===== config.mk =====
export PLATFORM = sky130hd
export DESIGN_NAME = mcc_clock_ctrl
export DESIGN_NICKNAME = d
export VERILOG_FILES = /design/src/core/mcc_pkg.sv /design/src/core/mcc_clock_ctrl.sv
export SDC_FILE = /design/constraint.sdc
export NUM_CORES = 1
export LEC_CHECK = 0
export ABC_CLOCK_PERIOD_IN_PS = 2300
export BUFFER_PORTS_ARGS = -buffer_cell sky130_fd_sc_hd__buf_2
export CAP_MARGIN = 20
export CORE_MARGIN = 2
export CORE_UTILIZATION = 40
export CTS_BUF_LIST = sky130_fd_sc_hd__clkbuf_4 sky130_fd_sc_hd__clkbuf_8
export DETAILED_ROUTE_END_ITERATION = 6
export PLACE_DENSITY = 0.61
export SLEW_MARGIN = 20
export SYNTH_ARGS = -nofsm -noshare
export SYNTH_HDL_FRONTEND = slang
export SYNTH_SLANG_ARGS = --single-unit
export TNS_END_PERCENT = 1

===== constraint.sdc =====
create_clock -name core_clk -period 2.3 [get_ports core_clk]
set_clock_uncertainty 0.1 [all_clocks]
set_input_delay 0.69 -clock core_clk [delete_from_list [all_inputs] [get_ports core_clk]]
set_output_delay 0.69 -clock core_clk [all_outputs]
set_load 0.03 [all_outputs]

===== src/core/mcc_pkg.sv =====
package mcc_pkg;

    // ----------------------------------------------------------------
    // register map
    // ----------------------------------------------------------------
    localparam logic [7:0] ADDR_CSR = 8'h2C;
    localparam logic [7:0] ADDR_TONE = 8'h2D;
    localparam logic [7:0] ADDR_IRQ_STAT = 8'h2E;
    localparam logic [7:0] ADDR_IRQ_MASK = 8'h2F;
    localparam logic [7:0] RESET_VAL = 8'h00;

    // clock_control_status fields
    localparam int CSR_CLK_OUT_EN = 7;
    localparam int CSR_SLOW_PRE_HI = 6;
    localparam int CSR_SLOW_PRE_LO = 5;
    localparam int CSR_SLOW_MODE = 4;
    localparam int CSR_TB_HI = 3;
    localparam int CSR_TB_LO = 2;
    localparam int CSR_TO_IRQ_EN = 1;
    localparam int CSR_TO_FLAG = 0;

    // tone_control and interrupt register fields
    localparam int TONE_SEL_HI = 1;
    localparam int TONE_SEL_LO = 0;
    localparam int IRQ_TIMEOUT = 0;

    // ----------------------------------------------------------------
    // timing
    // ----------------------------------------------------------------
    localparam longint CLK_HZ = 100_000_000;
    localparam longint OSC_HZ = 8_000_000;
    localparam longint TB_RATIO0 = 16000;
    localparam longint TB_RATIO1 = 32000;
    localparam longint TB_RATIO2 = 80000;
    localparam longint TB_RATIO3 = 200000;
    localparam int TB_CYC0 = int'(TB_RATIO0 * CLK_HZ / OSC_HZ);
    localparam int TB_CYC1 = int'(TB_RATIO1 * CLK_HZ / OSC_HZ);
    localparam int TB_CYC2 = int'(TB_RATIO2 * CLK_HZ / OSC_HZ);
    localparam int TB_CYC3 = int'(TB_RATIO3 * CLK_HZ / OSC_HZ);
    localparam longint TONE_HZ0 = 2000;
    localparam longint TONE_HZ1 = 1000;
    localparam longint TONE_HZ2 = 500;
    localparam int TONE_HALF0 = int'(CLK_HZ / (2 * TONE_HZ0));
    localparam int TONE_HALF1 = int'(CLK_HZ / (2 * TONE_HZ1));
    localparam int TONE_HALF2 = int'(CLK_HZ / (2 * TONE_HZ2));

endpackage : mcc_pkg


===== src/core/mcc_clock_ctrl.sv =====
`timescale 1ns/100ps
module mcc_clock_ctrl #(
    parameter int TB_CYC0 = mcc_pkg::TB_CYC0,
    parameter int TB_CYC1 = mcc_pkg::TB_CYC1,
    parameter int TB_CYC2 = mcc_pkg::TB_CYC2,
    parameter int TB_CYC3 = mcc_pkg::TB_CYC3,
    parameter int TONE_HALF0 = mcc_pkg::TONE_HALF0,
    parameter int TONE_HALF1 = mcc_pkg::TONE_HALF1,
    parameter int TONE_HALF2 = mcc_pkg::TONE_HALF2,
    parameter int TB_W = 22,
    parameter int TONE_W = 17
) (
    // clock, reset, enable
    input wire logic core_clk,
    input wire logic nrst,
    input wire logic ce,
    // register port
    input wire logic [7:0] regAddr,
    input wire logic [7:0] regWrData,
    input wire logic regWrStb,
    input wire logic regRdStb,
    output logic [7:0] regRdData,
    // power mode
    input wire logic activeHalt,
    // clock outputs
    output logic cpuClkEn,
    output logic clkOutPin,
    output logic clkOutOe,
    // tone pin
    output logic tonePin,
    output logic toneOe,
    // interrupt
    output logic irq
);

    // ----------------------------------------------------------------
    // parameter checks
    // ----------------------------------------------------------------
    if (TB_CYC0 < 2 || TB_CYC1 < 2 || TB_CYC2 < 2 || TB_CYC3 < 2 ||
        TB_CYC3 >= (1 << TB_W) || TB_CYC0 >= (1 << TB_W) || TB_CYC1 >= (1 << TB_W) || TB_CYC2 >= (1 << TB_W))
    begin : g_bad_tb
        $error("time base counts do not fit the counter");
    end
    if (TONE_HALF0 < 2 || TONE_HALF1 < 2 || TONE_HALF2 < 2 ||
        TONE_HALF0 >= (1 << TONE_W) || TONE_HALF1 >= (1 << TONE_W) || TONE_HALF2 >= (1 << TONE_W))
    begin : g_bad_tone
        $error("tone half periods do not fit the counter");
    end

    // ----------------------------------------------------------------
    // state
    // ----------------------------------------------------------------
    logic clkOutEn_q, clkOutEn_d;
    logic [1:0] slowPre_q, slowPre_d;
    logic slowMode_q, slowMode_d;
    logic [1:0] tbSel_q, tbSel_d;
    logic [1:0] tbAct_q, tbAct_d;
    logic toIrqEn_q, toIrqEn_d;
    logic toFlag_q, toFlag_d;
    logic [1:0] toneSel_q, toneSel_d;
    logic irqStat_q, irqStat_d;
    logic irqMask_q, irqMask_d;
    logic [TB_W-1:0] tbCnt_q, tbCnt_d;
    logic [TONE_W-1:0] toneCnt_q, toneCnt_d;
    logic tonePin_q, tonePin_d;
    logic [3:0] divCnt_q, divCnt_d;
    logic cpuEn_q, cpuEn_d;
    logic clkOut_q, clkOut_d;
    logic [7:0] rdData_q, rdData_d;

    logic wrCsr, wrTone, wrStat, wrMask, rdCsr;
    logic tbTerm;
    logic [TB_W-1:0] tbLast;
    logic [TONE_W-1:0] toneLast;
    logic [3:0] divMask;
    logic [7:0] csrView;

    // ----------------------------------------------------------------
    // decode
    // ----------------------------------------------------------------
    always_comb
    begin
        wrCsr = regWrStb && regAddr == mcc_pkg::ADDR_CSR;
        wrTone = regWrStb && regAddr == mcc_pkg::ADDR_TONE;
        wrStat = regWrStb && regAddr == mcc_pkg::ADDR_IRQ_STAT;
        wrMask = regWrStb && regAddr == mcc_pkg::ADDR_IRQ_MASK;
        rdCsr = regRdStb && regAddr == mcc_pkg::ADDR_CSR;
        csrView = {clkOutEn_q, slowPre_q, slowMode_q, tbSel_q, toIrqEn_q, toFlag_q};
    end

    // ----------------------------------------------------------------
    // time base
    // ----------------------------------------------------------------
    always_comb
    begin
        case (tbAct_q)
            2'h0: tbLast = TB_W'(TB_CYC0 - 1);
            2'h1: tbLast = TB_W'(TB_CYC1 - 1);
            2'h2: tbLast = TB_W'(TB_CYC2 - 1);
            default: tbLast = TB_W'(TB_CYC3 - 1);
        endcase
        tbTerm = tbCnt_q >= tbLast;
        tbCnt_d = tbTerm ? '0 : tbCnt_q + 1'b1;
        // new selection only takes hold when the running period ends
        tbAct_d = tbTerm ? tbSel_q : tbAct_q;
    end

    // ----------------------------------------------------------------
    // registers
    // ----------------------------------------------------------------
    always_comb
    begin
        clkOutEn_d = clkOutEn_q;
        slowPre_d = slowPre_q;
        slowMode_d = slowMode_q;
        tbSel_d = tbSel_q;
        toIrqEn_d = toIrqEn_q;
        toneSel_d = toneSel_q;
        irqMask_d = irqMask_q;
        if (wrCsr)
        begin
            clkOutEn_d = regWrData[mcc_pkg::CSR_CLK_OUT_EN];
            slowPre_d = regWrData[mcc_pkg::CSR_SLOW_PRE_HI:mcc_pkg::CSR_SLOW_PRE_LO];
            slowMode_d = regWrData[mcc_pkg::CSR_SLOW_MODE];
            tbSel_d = regWrData[mcc_pkg::CSR_TB_HI:mcc_pkg::CSR_TB_LO];
            toIrqEn_d = regWrData[mcc_pkg::CSR_TO_IRQ_EN];
        end
        // reserved upper bits are not stored
        if (wrTone)
        begin
            toneSel_d = regWrData[mcc_pkg::TONE_SEL_HI:mcc_pkg::TONE_SEL_LO];
        end
        if (wrMask)
        begin
            irqMask_d = regWrData[mcc_pkg::IRQ_TIMEOUT];
        end
        // period end beats a clearing read in the same cycle
        toFlag_d = tbTerm ? 1'b1 : (rdCsr ? 1'b0 : toFlag_q);
        irqStat_d = tbTerm | (irqStat_q & ~(wrStat & regWrData[mcc_pkg::IRQ_TIMEOUT]));
        rdData_d = 8'h00;
        if (regRdStb)
        begin
            case (regAddr)
                mcc_pkg::ADDR_CSR: rdData_d = csrView;
                mcc_pkg::ADDR_TONE: rdData_d = {6'h00, toneSel_q};
                mcc_pkg::ADDR_IRQ_STAT: rdData_d = {7'h00, irqStat_q};
                mcc_pkg::ADDR_IRQ_MASK: rdData_d = {7'h00, irqMask_q};
                default: rdData_d = 8'h00;
            endcase
        end
    end

    // ----------------------------------------------------------------
    // tone divider
    // ----------------------------------------------------------------
    always_comb
    begin
        case (toneSel_q)
            2'h1: toneLast = TONE_W'(TONE_HALF0 - 1);
            2'h2: toneLast = TONE_W'(TONE_HALF1 - 1);
            default: toneLast = TONE_W'(TONE_HALF2 - 1);
        endcase
        // runs regardless of active halt
        if (toneSel_q == 2'h0)
        begin
            toneCnt_d = '0;
            tonePin_d = 1'b0;
        end
        else if (toneCnt_q >= toneLast)
        begin
            toneCnt_d = '0;
            tonePin_d = ~tonePin_q;
        end
        else
        begin
            toneCnt_d = toneCnt_q + 1'b1;
            tonePin_d = tonePin_q;
        end
    end

    // ----------------------------------------------------------------
    // cpu clock prescaler and clock out
    // ----------------------------------------------------------------
    always_comb
    begin
        divMask = 4'((5'h02 << slowPre_q) - 5'h01);
        divCnt_d = divCnt_q + 4'h1;
        cpuEn_d = !slowMode_q || ((divCnt_q & divMask) == divMask);
        // clock out idles low in active halt to save power
        if (!clkOutEn_q || activeHalt)
        begin
            clkOut_d = 1'b0;
        end
        else if (cpuEn_q)
        begin
            clkOut_d = ~clkOut_q;
        end
        else
        begin
            clkOut_d = clkOut_q;
        end
    end

    always_ff @(posedge core_clk)
    begin
        if (!nrst)
        begin
            clkOutEn_q <= mcc_pkg::RESET_VAL[mcc_pkg::CSR_CLK_OUT_EN];
            slowPre_q <= mcc_pkg::RESET_VAL[mcc_pkg::CSR_SLOW_PRE_HI:mcc_pkg::CSR_SLOW_PRE_LO];
            slowMode_q <= mcc_pkg::RESET_VAL[mcc_pkg::CSR_SLOW_MODE];
            tbSel_q <= mcc_pkg::RESET_VAL[mcc_pkg::CSR_TB_HI:mcc_pkg::CSR_TB_LO];
            tbAct_q <= mcc_pkg::RESET_VAL[mcc_pkg::CSR_TB_HI:mcc_pkg::CSR_TB_LO];
            toIrqEn_q <= mcc_pkg::RESET_VAL[mcc_pkg::CSR_TO_IRQ_EN];
            toFlag_q <= mcc_pkg::RESET_VAL[mcc_pkg::CSR_TO_FLAG];
            toneSel_q <= mcc_pkg::RESET_VAL[mcc_pkg::TONE_SEL_HI:mcc_pkg::TONE_SEL_LO];
            irqStat_q <= 1'b0;
            irqMask_q <= 1'b0;
            tbCnt_q <= '0;
            toneCnt_q <= '0;
            tonePin_q <= 1'b0;
            divCnt_q <= 4'h0;
            cpuEn_q <= 1'b0;
            clkOut_q <= 1'b0;
            rdData_q <= 8'h00;
        end
        else if (ce)
        begin
            clkOutEn_q <= clkOutEn_d;
            slowPre_q <= slowPre_d;
            slowMode_q <= slowMode_d;
            tbSel_q <= tbSel_d;
            tbAct_q <= tbAct_d;
            toIrqEn_q <= toIrqEn_d;
            toFlag_q <= toFlag_d;
            toneSel_q <= toneSel_d;
            irqStat_q <= irqStat_d;
            irqMask_q <= irqMask_d;
            tbCnt_q <= tbCnt_d;
            toneCnt_q <= toneCnt_d;
            tonePin_q <= tonePin_d;
            divCnt_q <= divCnt_d;
            cpuEn_q <= cpuEn_d;
            clkOut_q <= clkOut_d;
            rdData_q <= rdData_d;
        end
    end

    // ----------------------------------------------------------------
    // outputs
    // ----------------------------------------------------------------
    assign regRdData = rdData_q;
    assign cpuClkEn = cpuEn_q;
    assign clkOutPin = clkOut_q;
    assign clkOutOe = clkOutEn_q && !activeHalt;
    assign tonePin = tonePin_q;
    assign toneOe = toneSel_q != 2'h0;
    assign irq = (irqStat_q && irqMask_q) || (toFlag_q && toIrqEn_q);
endmodule : mcc_clock_ctrl


# Word-level counts from Yosys, hierarchy flattened
# Index checks and enable logic that the tools add are counted.
[totals]
elab_cells = 80
regBits = 68
[classes]
n_bitwise = 7
addsub = 4
n_eq_ne = 9
muxes = 13
shifts = 1
n_lt_le_gt_ge = 2
reduce_logical = 27
[ops]
columns = ["operator", "n"]
rows = [
  ["one-hot mux 22 bit (3 select lines)", 1],
  ["two-way mux 17 bit", 2],
  ["one-hot mux 17 bit (2 select lines)", 1],
  ["== test 8 x 6 -> 1 bit (second input constant)", 4],
  ["one-hot mux 8 bit (4 select lines)", 1],
  ["adder 22 x 1 -> 22 bit (second input constant)", 1],
  ["greater-or-equal comparator 22 bit", 1],
  ["two-way mux 22 bit", 1],
  ["adder 17 x 1 -> 17 bit (second input constant)", 1],
  ["greater-or-equal comparator 17 bit", 1],
  ["AND reduction 2 bit", 7],
  ["logical AND 1 bit", 8],
  ["two-way mux 8 bit", 1],
  ["nonzero test 2 bit", 4],
  ["two-way mux 1 bit", 6],
  ["adder 4 x 1 -> 4 bit (second input constant)", 1],
  ["AND 4 bit", 1],
  ["== test 2 x 1 -> 1 bit (second input constant)", 2],
  ["== test 2 bit (second input constant)", 2],
  ["== test 4 bit", 1],
  ["logical NOT 2 bit", 2],
  ["<< shifter 2 x 2 -> 4 bit (first input constant)", 1],
  ["subtractor 4 x 1 -> 4 bit (second input constant)", 1],
  ["logical NOT 1 bit", 3],
  ["4 further kinds", 9],
]

# Longest topological paths before layout
[logic_depth]
word_depth = 6
mapped_depth = 11
mapped_depth_nobuf = 10

# Worst setup path before layout
# Ideal clock, no wire load.
[synth_timing]
path_kind = "reg-to-reg"
start = "reg toneSel_q[0]"
end = "reg toneCnt_q[10]"
stages_incl_launch_ff = 9
n_path_buf = 1
required_ps = 2130
setup_time_ps = 70
path_slack_ps = -175
t_arrival_ps = 2305
period_less_slack_ps = 2475
path_cell_list = "dfxtp_1 > inv_1 > ha_1 > ha_1 > a2111o_1 > a211oi_1 > o2111ai_1 > buf_2 > a21oi_1"
[synth_between]
elab_chain_cells = 5
elab_cells_between_ends = 7
classes_between = "1 x order compare; 2 x eq/ne; 3 x mux; 1 x reduce/logical"
[synth_lines]
columns = ["element", "line_no", "text"]
rows = [
  ["start: declaration", "mcc_clock_ctrl.sv:60", "logic [1:0] toneSel_q, toneSel_d;"],
  ["start signal: assignment", "mcc_clock_ctrl.sv:215", "toneSel_q <= mcc_pkg::RESET_VAL[mcc_pkg::TONE_SEL_HI:mcc_pkg::TONE_SEL_LO];"],
  ["start signal: assignment", "mcc_clock_ctrl.sv:235", "toneSel_q <= toneSel_d;"],
  ["== test 2 bit / == test 2 x 1 -> 1 bit (equally long branches)", "mcc_clock_ctrl.sv:158", "case (toneSel_q)"],
  ["one-hot mux 17 bit (2 select lines)", "mcc_clock_ctrl.sv:158", ""],
  ["greater-or-equal comparator 17 bit", "mcc_clock_ctrl.sv:169", "else if (toneCnt_q >= toneLast)"],
  ["two-way mux 17 bit", "mcc_clock_ctrl.sv:169", ""],
  ["two-way mux 17 bit (*)", "mcc_clock_ctrl.sv:164", "if (toneSel_q == 2'h0)"],
  ["end signal: assignment", "mcc_clock_ctrl.sv:239", "toneCnt_q <= toneCnt_d;"],
  ["end: declaration", "mcc_clock_ctrl.sv:64", "logic [TONE_W-1:0] toneCnt_q, toneCnt_d;"],
]
# Mark *: on every way between the ends. The rest lies on a longest branch, timed or not.
# A chain may end at the register's enable or synchronous reset.

# Worst setup path after layout
[layout_timing]
start = "reg tbAct_q[1]"
end = "reg tbCnt_q[16]"
[layout_between]
elab_chain_cells = 4
elab_cells_between_ends = 6
classes_between = "1 x order compare; 2 x eq/ne; 2 x mux; 1 x reduce/logical"
[layout_lines]
columns = ["element", "line_no", "text"]
rows = [
  ["start: declaration", "mcc_clock_ctrl.sv:57", "logic [1:0] tbAct_q, tbAct_d;"],
  ["start signal: assignment", "mcc_clock_ctrl.sv:212", "tbAct_q <= mcc_pkg::RESET_VAL[mcc_pkg::CSR_TB_HI:mcc_pkg::CSR_TB_LO];"],
  ["start signal: assignment", "mcc_clock_ctrl.sv:232", "tbAct_q <= tbAct_d;"],
  ["== test 2 bit (tied with other cells)", "mcc_clock_ctrl.sv:96", "case (tbAct_q)"],
  ["one-hot mux 22 bit (3 select lines) (*)", "mcc_clock_ctrl.sv:96", ""],
  ["greater-or-equal comparator 22 bit (*)", "mcc_clock_ctrl.sv:102", "tbTerm = tbCnt_q >= tbLast;"],
  ["two-way mux 22 bit (*)", "mcc_clock_ctrl.sv:103", "tbCnt_d = tbTerm ? '0 : tbCnt_q + 1'b1;"],
  ["end signal: assignment", "mcc_clock_ctrl.sv:238", "tbCnt_q <= tbCnt_d;"],
  ["end: declaration", "mcc_clock_ctrl.sv:63", "logic [TB_W-1:0] tbCnt_q, tbCnt_d;"],
]
# Marks and branches as above.

==> summary.txt <==
Floorplanning
  • Die Wd: 102 um
  • Total die area: ~0.010 sq mm
  • Row cnt: 35
  • # IOs: 36
  • Initial Util: 41.3%
  • Core Box Area: 0.00924 sq mm
  • Chip Height: 102 um

Worst setup path
  • Worst-path maximum fanout: 6
  • RR Endpoint: tbCnt_q[16]
  • Crit. End Element: flip-flop
  • Worst EP required: 2.49 ns
  • Critical Path Start Type: flip-flop
  • Flop-to-flop setup slack: -0.21 ns
  • R2R depth: 12
  • CP arrival: between 2 and 3 ns
  • Kind of critical path: reg2reg
  • CP Launch Point: tbAct_q[1]
  • Origin of the critical flop-to-flop path: tbAct_q[1]

Clock network
  • Clock-pin transition on the worst setup and hold timing paths: 0.08 ns
  • Clk sink count: 68
  • Skew-Pair Late Insertion Delay: 0.34 ns
  • Root Buffer: clkbuf_8
  • CTS Buffer Depth: 2
  • Total CTS buffers: 9
  • Cts hold-fix bufs: 0
  • CTS H-tree lvls: 3
  • CTS tree: yes

Detailed routing
  • Vias per cell: between 5 and 6
  • Detailed Routing Iterations Pass 1: 4
  • Drt total wl: around 8800 um
  • Number of remaining DRC errors: 0
  • Routed vias: 3174
  • WL/cell: 14.0 um
  • Iteration-0 DRC Markers: 108
  • Antenna Violating Nets Remaining: 0

Synthesis
  • Cell count after synthesis: 428
  • Post-synthesis instance area: 0.00382 sq mm
  • Synthesized flop and latch total: 68
  • Most frequent cell after synthesis: dfxtp_1
  • Top-area cell type share of the netlist area: 35.7%
  • Post-synth ARST share: 0%
  • Net Count, Synth: 486
  • Sequential area share after synthesis: between 30% and 40%
  • Dominant synthesized flop cell: dfxtp_1
  • Yosys warning count: 0
  • Top post-synthesis cells by area: dfxtp_1 (36%), ha_1 (12%), xor2_1 (5.5%), nand2_1 (4.3%), xnor2_1 (3.9%)
  • Top cells by count, synth: dfxtp_1 (68), nand2_1 (44), ha_1 (36), nor2_1 (34), xor2_1 (24)
  • Post-Syn Area per Cell: slightly below 9 sq um
  • Unique masters post-synth: 55
  • EDFF count, synth: 0
  • Synth area leader: dfxtp_1

Power
  • Leak Pwr: 1.87 nW
  • Pwr dens: 480 mW/mm^2
  • Max IR drop VDD: 0.329 mV

STA
  • Hold Vio Cnt, Final: 0
  • FMAX: 0.398 GHz
  • RSZ-0062 raised after global routing: true
  • Final Max Tran Viols: 0
  • Worst slew pin tran: 0.536 ns
  • Worst Hold Slack: roughly 0.37 ns
  • Final Worst Setup Slack: -0.212 ns
  • Final Critical Period: between 2 and 3 ns
  • Rel. slew slack: 64.2%
  • Setup-failing EPs final: 29
  • Part of the cycle the worst path needs: 109%

Finish
  • Final core occ: 53.2%
  • Area of the multi-input gates: 0.00256 sq mm
  • Register area: 0.00137 sq mm
  • Final net count: 553
  • Ant diodes: 0
  • Fill cells: 855
  • Area delta synth->final: 28.8%
  • Layout cell share with drive strength beyond 1: between 20% and 30%

Placement
  • # port buffers: 35
  • Final GP Congestion: 0.845
  • HPWL after DPL: 6230 um

Global routing
  • First-pass GRT wire length: ~15000 um
  • Vias in the first global route: 3221
  • GR Overflow Total: 0
  • Initial antenna violation count: 0
  • GRT Resource Usage Total: 18.5%
  • Pin count of the biggest net entering global routing: 29

Worst hold path
  • Hold_sp: tbSel_q[1]
  • Hold depth: 2
  • Worst Hold End: tbAct_q[1]
  • Worst Hold Class: reg2reg

Outcome
  • Outcome: finished with violations
  • Failing checks: negative setup slack

Run
  • MaxCap Viol Count: 0
## critical path, cell delays in order, from the launching register on
cell and delay (ns):
dfxtp_4 0.40, inv_6 0.05, ha_2 0.16, o21bai_1 0.15, ha_1 0.24, and3_4 0.16
a221oi_4 0.25, o21ai_1 0.11, a211oi_2 0.31, o21ai_2 0.13, buf_6 0.16, buf_12 0.13
nor3_4 0.08
## worst max path at each step
stage	to	slack, ns	depth (start not counted)
2_1_floorplan	tbCnt_q[0]	-0.03	11
3_5_place_dp	tbCnt_q[16]	-0.22	11
4_1_cts	tbCnt_q[16]	-0.1	11
5_1_grt	tbCnt_q[21]	-0.36	12
3_3_place_gp	tbCnt_q[16]	-0.17	11
6_report	tbCnt_q[16]	-0.21	12
## area by class of cell
cell class	count	area share [%]
Inverter	18	1.58
Sequential cell	68	27.9
Multi-Input combinational cell	328	52.1
Tap cell	129	3.28
Timing Repair Buffer	70	11.0
Clock buffer	9	2.52
Clock inverter	7	1.66
## registers in the layout, summed over array words and instances, names as in the netlist, 2 cells and up
name	flops
tbSel_q	2
slowPre_q	2
toneSel_q	2
tbCnt_q	22
regRdData	8
divCnt_q	4
tbAct_q	2
toneCnt_q	17
## layer usage
metal	up-vias	global-route usage, %	part of all wire, %
met5	-	0	0
met4	0	5.82	1.2
met3	10	4.14	2.6
met2	48	29.8	46
met1	1486	24.6	50
li1	1630	-	-
## stage by stage
stage / std cells / setup TNS (ns) / cell area, sq um / total power [mW] / worst slack [ns]
global route: 629 / -10.28 / 4910 / 2.45 / -0.356
floorplan: 428 / -0.599 / 3870 / 1.28 / -0.0324
global placement: 607 / -2.99 / 4400 / 1.32 / -0.173
CTS: 629 / -2.19 / 4840 / 2.38 / -0.0997
finish: 629 / -4.82 / 4910 / 2.36 / -0.212
detailed placement: 607 / -5.96 / 4400 / 1.33 / -0.220
## report_power, final
part           switching, mW  internal (mW)
sequential            0.0103           1.18
combinational         0.0664         0.0576
clock                  0.523          0.518
## placed cells by master, fill, tap and decap left out, types with 7 or more instances in the layout
cell and instances:
dfxtp_1 64, nand2_1 43, buf_2 35, buf_4 26
nor2_1 24, xor2_1 24, nor2b_1 23, ha_1 23
a21oi_1 22, xnor2_1 17, nand3_1 14, nand4_1 14
inv_1 13, mux2i_1 13, nor2_2 12, ha_4 9
clkbuf_8 9, and2_1 8, a22oi_1 7, nor3_1 7
## cells by family (layout without fill, tap and decap cells)
logic type / Yosys count / count (layout) / synth area share (%)
and+or+nand+nor: 173 / 173 / 23.8
DFF: 68 / 68 / 35.7
AOI/OAI and AO/OA: 64 / 64 / 11.7
xor gates and xnor gates: 41 / 41 / 9.41
adders and majority gates: 36 / 36 / 11.8
buffers and inverters: 32 / 104 / 3.57
muxes: 14 / 14 / 4.00
## what timing repair did
action,CTS,global route
setup buffers,5,0
setup endpoints to repair,44,44
pin swaps,25,13
endpoints found under the hold margin,0,0
gates resized for setup,40,15
cloned,2,0
Note: power is estimated with default switching activity, not from simulation.
